==> src/verilog/dev_status_regs.svh <==
// Offsets, field positions, reset values and codes of the status and checksum registers
`ifndef DEV_STATUS_REGS_SVH
`define DEV_STATUS_REGS_SVH

// Register offsets within a page
`define OFS_PAGE_SELECT        8'h00
`define OFS_DEVICE_STATUS_ONE  8'h7A
`define OFS_WRITE_CHECKSUM     8'h7E

// Page on which the status and checksum registers live
`define PAGE_STATUS            8'h00

// Reset values
`define RST_PAGE_SELECT        8'h00
`define RST_DEVICE_STATUS_ONE  8'h80
`define RST_WRITE_CHECKSUM     8'h00

// Field positions in device_status_one
`define POS_OPERATING_STATE_HI 7
`define POS_OPERATING_STATE_LO 5
`define POS_SYNTH_ON           4
`define POS_MIC_BIAS_ON        3
`define POS_STATUS_RESERVED    2
`define POS_INPUT_FAULT_DOWN   1
`define POS_BIAS_FAULT_DOWN    0

// Operating state codes
`define STATE_CODE_SLEEP       3'h4
`define STATE_CODE_IDLE        3'h6
`define STATE_CODE_ACTIVE      3'h7

// Value of the reserved status bit
`define STATUS_RESERVED_VALUE  1'b0

// Reset value of the read data and of the forwarded address and write data
`define READ_ZERO              8'h00

`endif

==> src/verilog/dev_status_pkg.sv <==
// Types shared by the status and checksum register bank
`default_nettype none
`include "dev_status_regs.svh"

package dev_status_pkg;

  // Operating state codes reported in the status register
  typedef enum logic [2:0]
  {
    OP_SLEEP  = `STATE_CODE_SLEEP,
    OP_IDLE   = `STATE_CODE_IDLE,
    OP_ACTIVE = `STATE_CODE_ACTIVE
  } op_state_t;

  // Layout of device_status_one
  typedef struct packed
  {
    op_state_t operatingStateCode;
    logic      synthesizerOnFlag;
    logic      micBiasOnFlag;
    logic      reservedBit;
    logic      inputFaultShutdownFlag;
    logic      biasFaultTotalShutdownFlag;
  } status_fields_t;

  // Internal device state that the status register reflects
  typedef struct packed
  {
    logic sleepOrShutdown;
    logic anyChannelOn;
    logic synthesizerEnabled;
    logic micBiasEnabled;
  } device_state_t;

  // One register access from the control port decoder
  typedef struct packed
  {
    logic       write;
    logic       read;
    logic [7:0] addr;
    logic [7:0] wdata;
  } reg_req_t;

endpackage
`default_nettype wire

==> src/verilog/write_checksum_acc.sv <==
// Running eight-bit checksum of control port writes
`timescale 1ns/1ps
`default_nettype none
`include "dev_status_regs.svh"

module write_checksum_acc
  import dev_status_pkg::*;
(
  input  wire logic       mclk,
  input  wire logic       resetn,
  input  wire logic       foldStrobe,
  input  wire logic       loadStrobe,
  input  wire logic [7:0] dataByte,
  output logic      [7:0] writeChecksumValue
);

  logic [7:0] next_writeChecksumValue;

  // Load takes priority; otherwise each write byte is added modulo 256
  always_comb
  begin
    next_writeChecksumValue = writeChecksumValue;
    if (loadStrobe)
    begin
      next_writeChecksumValue = dataByte;                         // see RQ9
    end
    else if (foldStrobe)
    begin
      next_writeChecksumValue = 8'(writeChecksumValue + dataByte); // see RQ12
    end
  end

  // Checksum register
  always_ff @(posedge mclk or negedge resetn)
  begin
    if (!resetn)
    begin
      writeChecksumValue <= `RST_WRITE_CHECKSUM;
    end
    else
    begin
      writeChecksumValue <= next_writeChecksumValue;
    end
  end

endmodule
`default_nettype wire

==> src/verilog/device_status_and_write_checksum.sv <==
// Paged register bank holding device status and the control port write checksum
`timescale 1ns/1ps
`default_nettype none
`include "dev_status_regs.svh"

// Behaviour
// RQ1: Status bits 7 to 5 give the operating state: 4 sleep, 6 active with all channels off, 7 active with one on.
// RQ2: After reset the status register reads 0x80, showing the sleep code.
// RQ3: Status bit 4 is high exactly while the clock synthesizer is enabled.
// RQ4: Status bit 3 is high exactly while the microphone bias supply is enabled.
// RQ5: Status bit 1 is high while any ADC channel is down because of an analog input fault.
// RQ6: Status bit 0 is high only while every ADC channel is down because of a microphone bias fault.
// RQ7: The host treats status bit 2 as reserved; it reads zero and is only written with zero.
// RQ8: Every host write to any other register on any page updates the checksum.
// RQ9: A host write to the checksum register loads that byte instead of folding it in.
// RQ10: The host does not modify offsets that are absent from the register list.
// RQ11: Offset zero selects the page through which all later accesses are routed.
// RQ12: Each written byte is folded into the checksum by modulo-256 addition.
// RQ13: Host writes to the status register are ignored and leave every status bit unchanged.
module device_status_and_write_checksum
  import dev_status_pkg::*;
#(
  parameter int ADC_CHANNELS = 2
)
(
  input  wire logic                    mclk,
  input  wire logic                    resetn,
  input  wire reg_req_t                hostReq,
  output logic                         readValid,
  output logic                   [7:0] readData,
  input  wire device_state_t           deviceState,
  input  wire logic [ADC_CHANNELS-1:0] inputFaultDown,
  input  wire logic [ADC_CHANNELS-1:0] biasFaultDown,
  output logic                   [7:0] currentPage,
  output logic                         fwdWrite,
  output logic                         fwdRead,
  output logic                   [7:0] fwdPage,
  output logic                   [7:0] fwdAddr,
  output logic                   [7:0] fwdWdata,
  input  wire logic              [7:0] fwdRdata,
  output logic                   [7:0] writeChecksumValue,
  output status_fields_t               deviceStatusOne
);

  // Whether an offset on the current page is held by this block
  function automatic logic isLocal(input logic [7:0] page, input logic [7:0] addr);
    logic onStatusPage;
    onStatusPage = (page == `PAGE_STATUS);
    if (addr == `OFS_PAGE_SELECT)
    begin
      isLocal = 1'b1;
    end
    else if (onStatusPage && (addr == `OFS_DEVICE_STATUS_ONE))
    begin
      isLocal = 1'b1;
    end
    else if (onStatusPage && (addr == `OFS_WRITE_CHECKSUM))
    begin
      isLocal = 1'b1;
    end
    else
    begin
      isLocal = 1'b0;
    end
  endfunction

  // Operating state code from the device state
  function automatic op_state_t stateCode(input device_state_t st);
    if (st.sleepOrShutdown)
    begin
      stateCode = OP_SLEEP;
    end
    else if (st.anyChannelOn)
    begin
      stateCode = OP_ACTIVE;
    end
    else
    begin
      stateCode = OP_IDLE;
    end
  endfunction

  logic           localHit;
  logic           checksumHit;
  logic           statusHit;
  logic           pageHit;
  logic           checksumLoad;
  logic           checksumFold;
  logic     [7:0] next_currentPage;
  status_fields_t next_deviceStatusOne;
  logic           next_readValid;
  logic     [7:0] next_readData;
  logic           next_fwdWrite;
  logic     [7:0] next_fwdPage;
  logic     [7:0] next_fwdAddr;
  logic     [7:0] next_fwdWdata;

  // Address decode against the page in force
  always_comb
  begin
    localHit    = isLocal(currentPage, hostReq.addr);           // see RQ11
    pageHit     = (hostReq.addr == `OFS_PAGE_SELECT);
    statusHit   = (currentPage == `PAGE_STATUS) && (hostReq.addr == `OFS_DEVICE_STATUS_ONE);
    checksumHit = (currentPage == `PAGE_STATUS) && (hostReq.addr == `OFS_WRITE_CHECKSUM);
  end

  // Checksum strobes: load on its own offset, fold on every other write
  always_comb
  begin
    checksumLoad = hostReq.write && checksumHit;                // see RQ9
    checksumFold = hostReq.write && !checksumHit;               // see RQ8
  end

  // Page select register
  always_comb
  begin
    next_currentPage = currentPage;
    if (hostReq.write && pageHit)
    begin
      next_currentPage = hostReq.wdata;                         // see RQ11
    end
  end

  always_ff @(posedge mclk or negedge resetn)
  begin
    if (!resetn)
    begin
      currentPage <= `RST_PAGE_SELECT;
    end
    else
    begin
      currentPage <= next_currentPage;
    end
  end

  // Status register follows device state; host writes never reach it
  always_comb
  begin
    next_deviceStatusOne.operatingStateCode         = stateCode(deviceState);     // see RQ1
    next_deviceStatusOne.synthesizerOnFlag          = deviceState.synthesizerEnabled; // see RQ3
    next_deviceStatusOne.micBiasOnFlag              = deviceState.micBiasEnabled;  // see RQ4
    next_deviceStatusOne.reservedBit                = `STATUS_RESERVED_VALUE;
    next_deviceStatusOne.inputFaultShutdownFlag     = |inputFaultDown;             // see RQ5
    next_deviceStatusOne.biasFaultTotalShutdownFlag = &biasFaultDown;              // see RQ6
  end

  always_ff @(posedge mclk or negedge resetn)
  begin
    if (!resetn)
    begin
      deviceStatusOne <= status_fields_t'(`RST_DEVICE_STATUS_ONE);  // see RQ2
    end
    else
    begin
      deviceStatusOne <= next_deviceStatusOne;                  // see RQ13
    end
  end

  // Running checksum of host writes
  write_checksum_acc u_checksum
  (
    .mclk               (mclk),
    .resetn             (resetn),
    .foldStrobe         (checksumFold),
    .loadStrobe         (checksumLoad),
    .dataByte           (hostReq.wdata),
    .writeChecksumValue (writeChecksumValue)
  );

  // Reads of other locations go out combinationally to the rest of the map
  always_comb
  begin
    fwdRead = hostReq.read && !localHit;                        // see RQ11
  end

  // Read answer one cycle after the request
  always_comb
  begin
    next_readValid = hostReq.read;
    next_readData  = readData;
    if (hostReq.read)
    begin
      if (pageHit)
      begin
        next_readData = currentPage;
      end
      else if (statusHit)
      begin
        next_readData = deviceStatusOne;
      end
      else if (checksumHit)
      begin
        next_readData = writeChecksumValue;
      end
      else
      begin
        next_readData = fwdRdata;
      end
    end
  end

  always_ff @(posedge mclk or negedge resetn)
  begin
    if (!resetn)
    begin
      readValid <= 1'b0;
      readData  <= `READ_ZERO;
    end
    else
    begin
      readValid <= next_readValid;
      readData  <= next_readData;
    end
  end

  // Writes to other locations are passed on with the page in force
  always_comb
  begin
    next_fwdWrite = hostReq.write && !localHit;                 // see RQ11
    next_fwdPage  = fwdPage;
    next_fwdAddr  = fwdAddr;
    next_fwdWdata = fwdWdata;
    if (next_fwdWrite || fwdRead)
    begin
      next_fwdPage  = currentPage;
      next_fwdAddr  = hostReq.addr;
      next_fwdWdata = hostReq.wdata;
    end
  end

  always_ff @(posedge mclk or negedge resetn)
  begin
    if (!resetn)
    begin
      fwdWrite <= 1'b0;
      fwdPage  <= `RST_PAGE_SELECT;
      fwdAddr  <= `READ_ZERO;
      fwdWdata <= `READ_ZERO;
    end
    else
    begin
      fwdWrite <= next_fwdWrite;
      fwdPage  <= next_fwdPage;
      fwdAddr  <= next_fwdAddr;
      fwdWdata <= next_fwdWdata;
    end
  end

endmodule
`default_nettype wire

==> config.mk <==
export PLATFORM = sky130hd
export DESIGN_NAME = device_status_and_write_checksum
export DESIGN_NICKNAME = d
export VERILOG_FILES = /design/src/verilog/dev_status_pkg.sv /design/src/verilog/write_checksum_acc.sv /design/src/verilog/device_status_and_write_checksum.sv
export VERILOG_INCLUDE_DIRS = /design/src /design/src/verilog
export SDC_FILE = /design/constraint.sdc
export NUM_CORES = 1
export LEC_CHECK = 0
export ABC_AREA = 1
export BUFFER_PORTS_ARGS = -buffer_cell sky130_fd_sc_hd__buf_2
export CAP_MARGIN = 10
export CORE_MARGIN = 5
export CORE_UTILIZATION = 35
export CTS_BUF_LIST = sky130_fd_sc_hd__clkbuf_16
export CTS_CLUSTER_DIAMETER = 100
export DETAILED_ROUTE_END_ITERATION = 10
export PLACE_DENSITY = 0.62
export SLEW_MARGIN = 15
export SYNTH_ARGS = -nofsm -noshare
export SYNTH_HDL_FRONTEND = slang
export SYNTH_SLANG_ARGS = --single-unit
==> constraint.sdc <==
create_clock -name mclk -period 2.1 [get_ports mclk]
set_input_delay 0.105 -clock mclk [delete_from_list [all_inputs] [get_ports mclk]]
set_output_delay 0.105 -clock mclk [all_outputs]
set_load 0.05 [all_outputs]
**After elaboration in Yosys (flattened, before gate mapping)**

Cells that the tools add are included.

- Register bits: 57
- Input port bits: 36
- Output and inout bits: 59
- Logic and storage cells: 41

- Add/subtract/negate cells: 1
- Equal/unequal tests: 2
- Multiplexer cells: 10
- Reductions and logical operators: 15

Operators by type and width:

| operator | number |
|---|---|
| $mux 8 | 5 |
| $eq 8x7->1 const B | 2 |
| $logic_not 8->1 | 2 |
| $add 8x8->8 | 1 |
| $logic_and 1x1->1 | 7 |
| $mux 1 | 4 |
| $logic_not 1->1 | 2 |
| $mux 2 | 1 |
| $reduce_and 2->1 | 1 |
| $reduce_bool 2->1 | 1 |
| $reduce_or 2->1 | 1 |
| $logic_or 1x1->1 | 1 |

**Depth between registers and ports, before layout**

- Depth after elaboration: 8
- Depth in mapped cells: 11
- Depth with buffers taken out: 11

**Cells and area by module**

A second synthesis with hierarchy kept.

- Cell total of the unflattened synthesis: 377
- Area total of the unflattened synthesis: 3325.7 um2

Modules (own cells, without submodules):

| module | instances | cells an instance | area each (um2) | sequential area each (um2) |
|---|---|---|---|---|
| device_status_and_write_checksum | 1 | 282 | 2585.0 | 1201.2 |
| write_checksum_acc | 1 | 95 | 740.7 | 200.2 |

**Worst setup path after synthesis**

No wires, ideal clock.

- Path type: reg2reg
- Start: reg u_checksum.writeChecksumValue[0]
- End: reg u_checksum.writeChecksumValue[6]
- Setup time: 0.118 ns
- Data arrival time: 1.882 ns
- Required time: 1.982 ns
- Setup slack: 0.100 ns
- Cell stages (with the launch flop): 11
- Path buffers: 0
- Clock period less this slack: 2.000 ns
- Cell sequence: dfrtp_1 ha_1 inv_1 fa_1 nand3b_1 nand2_1 nand3_1 nand3_1 nand3_1 nand2_1 nand2_1

- Word-level cells in the longest chain between the ends: 3

Ends and longest elaborated chain:

| element | line | text |
|---|---|---|
| start, declared | write_checksum_acc.sv:14 | `output logic [7:0] writeChecksumValue` |
| start signal, assigned | write_checksum_acc.sv:38 | `` writeChecksumValue <= `RST_WRITE_CHECKSUM; `` |
| start signal, assigned | write_checksum_acc.sv:42 | `writeChecksumValue <= next_writeChecksumValue;` |
| $add 8x8->8 | write_checksum_acc.sv:29 | `next_writeChecksumValue = 8'(writeChecksumValue + dataByte);` |
| $mux 8 | write_checksum_acc.sv:27 | `else if (foldStrobe)` |
| $mux 8 | write_checksum_acc.sv:23 | `if (loadStrobe)` |

No other way between the ends. The select of a mux whose other input is x is not followed.
A chain may end at the register's enable or synchronous reset.

**Worst setup path in the final report**

- Start: reg currentPage[2]
- End: out fwdRead

- Word-level cells in the longest chain between the ends: 7
- Elaborated cells between the ends (all ways): 8
- Those cells by class: mux (3); reduce/logical (5)

Ends and longest elaborated chain:

| element | line | text |
|---|---|---|
| start, declared | device_status_and_write_checksum.sv:34 | `output logic [7:0] currentPage,` |
| start signal, assigned | device_status_and_write_checksum.sv:128 | `` currentPage <= `RST_PAGE_SELECT; `` |
| start signal, assigned | device_status_and_write_checksum.sv:132 | `currentPage <= next_currentPage;` |
| $logic_not 8->1 (no source line) (*) | n/a |  |
| $logic_and 1x1->1 | device_status_and_write_checksum.sv:57 | `` else if (onStatusPage && (addr == `OFS_WRITE_CHECKSUM)) `` |
| $mux 1 | device_status_and_write_checksum.sv:57 |  |
| $mux 1 (*) | device_status_and_write_checksum.sv:53 | `` else if (onStatusPage && (addr == `OFS_DEVICE_STATUS_ONE)) `` |
| $mux 1 (*) | device_status_and_write_checksum.sv:49 | `` if (addr == `OFS_PAGE_SELECT) `` |
| $logic_not 1->1 (*) | device_status_and_write_checksum.sv:173 | `fwdRead = hostReq.read && !localHit;` |
| $logic_and 1x1->1 (*) | device_status_and_write_checksum.sv:173 |  |
| end, declared | device_status_and_write_checksum.sv:36 | `output logic fwdRead,` |

Every way passes the cells marked *; elsewhere a longest branch is shown, timed or not.

==> impl_metrics.json <==
{
  "power_leakage_uw": 0.00227,
  "drive_above_1_share_pct": 31.3,
  "synth_cell_type_count": 37,
  "setup_violations": 0,
  "antennaDiodeCount": 0,
  "cp-end-kind": "output port",
  "syn_inst": 401,
  "r2r-start": "u_checksum.writeChecksumValue[0]$_DFFE_PN0P_",
  "nNetsFinal": 540,
  "tightest_slew_ps": 753,
  "required_ps": 2000,
  "wirelength_um": 9420,
  "crit_path_cell_trace": "nor2_1 > nand2_1 > nor2_4 > nand2_4 > nand4_4 > inv_1 > buf_2",
  "ctsResizeCount": 0,
  "min_from": "inputFaultDown[1]",
  "drtIter0Drc": 136,
  "layout_min_cycle_time_ps": 1890,
  "grt_pass1_vias": 2930,
  "die-area_sq_um": 11600,
  "cts_buffers": 5,
  "io_buffers": 92,
  "drc": 0,
  "yosys_most_used_dff": "dfrtp_1",
  "hold_class": "in -> reg",
  "yosysWarnings": 0,
  "min_to": "deviceStatusOne[1]$_DFF_PN0_",
  "tns_ps": 0,
  "cts_tree": "done",
  "core_sq_um": 9280,
  "clkTransAtPathRegs_ps": 70,
  "r2r_slack_ps": 340,
  "ys_ff_latch": 56,
  "dieWidth_um": 108,
  "start_util_pct": 36.1,
  "cts_sinks": 56,
  "overflow": 0,
  "slew_viol_final": 0,
  "grt_max_degree": 41,
  "status": "completed",
  "num_rows": 35,
  "critPathMaxFanout": 15,
  "startpoint_type": "register",
  "syn_nets": 445,
  "total_power_uw": 3700,
  "areaGrowthSynthToFinish_pct": 21.9,
  "timing.rr.end": "u_checksum.writeChecksumValue[6]$_DFFE_PN0P_",
  "powerDensity_nw_per_um2": 904,
  "hold_depth": 2,
  "fill_cells": 986,
  "grtUsageTotal_pct": 16.2,
  "ant_nets": 0,
  "timing.slew.headroom_pct": 49.8,
  "die_y_um": 108,
  "globalplace.congestion": 0.817,
  "wl_per_cell_um": 15.1,
  "async_flop_share_pct": 100,
  "clockBufferDepth": 2,
  "rsz0062_at_grt": "no",
  "vias": 2988,
  "clk-insertion-delay-late_ps": 290,
  "hold_viol": 0,
  "yosysSeqAreaShare_pct": 41.8,
  "synth.cell_area_sq_um": 3350,
  "final.period_utilization_pct": 90.0,
  "grt_pass1_wl_um": 15000,
  "cap_violations": 0,
  "cts_root_buffer": "clkbuf_16",
  "avgSynthCellArea_sq_um": 8.36,
  "cp_slowest_cell": "dfrtp_1",
  "hpwlAfterDp_um": 7080,
  "via_per_inst": 4.78,
  "worstSetupPathType": "reg -> out",
  "worst_ep_arrival_time_ps": 1790,
  "antenna_found_initial": 0,
  "first_pass_iters": 4,
  "io_pins": 95,
  "fmax_mhz": 529,
  "max_stage_delay_ps": 440,
  "ir_drop_uv": 737,
  "worstRegToRegCells": 10,
  "worst_clock_skew_ps": 4.11,
  "synth_edf_count": 0,
  "cts_max_level": 2
}
[area by class of cell]
class                   instances  area (sq um)  share of cell area [%]
well taps                     129           161                    3.95
multi-input cells             288          1650                    40.3
flip-flops and latches         56          1400                    34.3
inverters                      36           135                    3.31
clock inverters                 2          12.5                   0.306
clock buffers                   5           125                    3.06
repair buffers                109           606                    14.8
[stage by stage]
| step | utilization (%) | hold WS (ps) | cells | worst slack, ps | instance area, sq um |
|---|---|---|---|---|---|
| after floorplan | - | -191 | 401 | 99.8 | 3350 |
| after global placement | 41.4 | 212 | 607 | 398 | 3840 |
| after detailed placement | 41.4 | 213 | 607 | 350 | 3840 |
| after CTS | 43.7 | 0.663 | 621 | 62.0 | 4050 |
| after global routing | 44.0 | 1.93 | 625 | 82.2 | 4090 |
| final | 44.0 | 7.84 | 625 | 209 | 4090 |
[flip-flops by register name, summed over array words and instances, names as in the netlist]
signal and count:
fwdPage 8, fwdAddr 8, fwdWrite 1, readData 8
deviceStatusOne 6, readValid 1, fwdWdata 8, currentPage 8
u_checksum.writeChecksumValue 8
[metal layers]
metal | global-route usage [%] | share of wire (%)
met3 | 3.42 | 6.1
met5 | 0 | 0
met4 | 2.16 | 0.42
met2 | 27.3 | 48
met1 | 21.7 | 46
[synthesized netlist by cell type, types with 3 or more instances]
cell	count	area share (%)
a21oi_1	13	1.9
buf_1	3	0.34
buf_2	4	0.60
buf_4	3	0.67
buf_6	8	2.7
dfrtp_1	56	42
ha_1	7	2.6
inv_1	33	3.7
inv_2	3	0.34
nand2_1	118	13
nand2_2	3	0.56
nand2_4	3	1.0
nand3_1	45	6.7
nor2_1	34	3.8
o211ai_1	4	0.90
o211ai_2	21	7.8
o21ai_0	9	1.3
o21ai_1	4	0.60
[worst max-delay path by stage]
stage / startpoint / endpoint / slack [ps]
finish: currentPage[2]$_DFFE_PN0P_ / fwdRead / 210
global route: currentPage[4]$_DFFE_PN0P_ / fwdRead / 80
CTS: currentPage[2]$_DFFE_PN0P_ / fwdRead / 60
detailed placement: u_checksum.writeChecksumValue[0]$_DFFE_PN0P_ / u_checksum.writeChecksumValue[6]$_DFFE_PN0P_ / 350
global placement: u_checksum.writeChecksumValue[0]$_DFFE_PN0P_ / u_checksum.writeChecksumValue[6]$_DFFE_PN0P_ / 400
floorplan: u_checksum.writeChecksumValue[0]$_DFFE_PN0P_ / u_checksum.writeChecksumValue[6]$_DFFE_PN0P_ / 100
[kinds of logic after synthesis]
logic type | share of synthesized area (%)
buffers and inverters | 9.44
other | 0.224
DFF | 41.8
adders and majority gates | 3.21
xor gates and xnor gates | 0.784
and+or+nand+nor | 31.2
AOI/OAI and AO/OA | 13.3
[repair_timing]
| action | in CTS | in global routing |
|---|---|---|
| hold endpoints to repair | 36 | 0 |
| setup buffers | 0 | 3 |
| setup endpoints to repair | 0 | 1 |
| hold buffers | 7 | 0 |
[critical path, delay by kind of cell, from the launching register on]
kind | cells | cell delay (ps)
buf+inv | 2 | 250
simple gates | 5 | 800
flops | 1 | 440
[layout by cell type (no fill, tap or decap), types with 4 or more instances in the layout]
master | Yosys | final
a21oi_1 | 13 | 13
nor2_1 | 34 | 34
buf_2 | 4 | 92
inv_1 | 33 | 33
clkbuf_16 | 0 | 5
dlygate4sd3_1 | 0 | 7
dfrtp_1 | 56 | 56
nand3_1 | 45 | 45
nand2_1 | 118 | 118
o211ai_2 | 21 | 21
o211ai_1 | 4 | 4
ha_1 | 7 | 7
o21ai_0 | 9 | 9
o21ai_1 | 4 | 4
buf_4 | 3 | 10
[report_power, final]
part	switching [uW]	leakage (uW)	total, uW	internal (uW)
Sequential	131	0.000693	1340	1210
Combinational	1080	0.00151	1540	455
Clock	377	0.0000657	812	434
Total	1590	0.00227	3700	2100
Power figures use the tool's default switching activity.
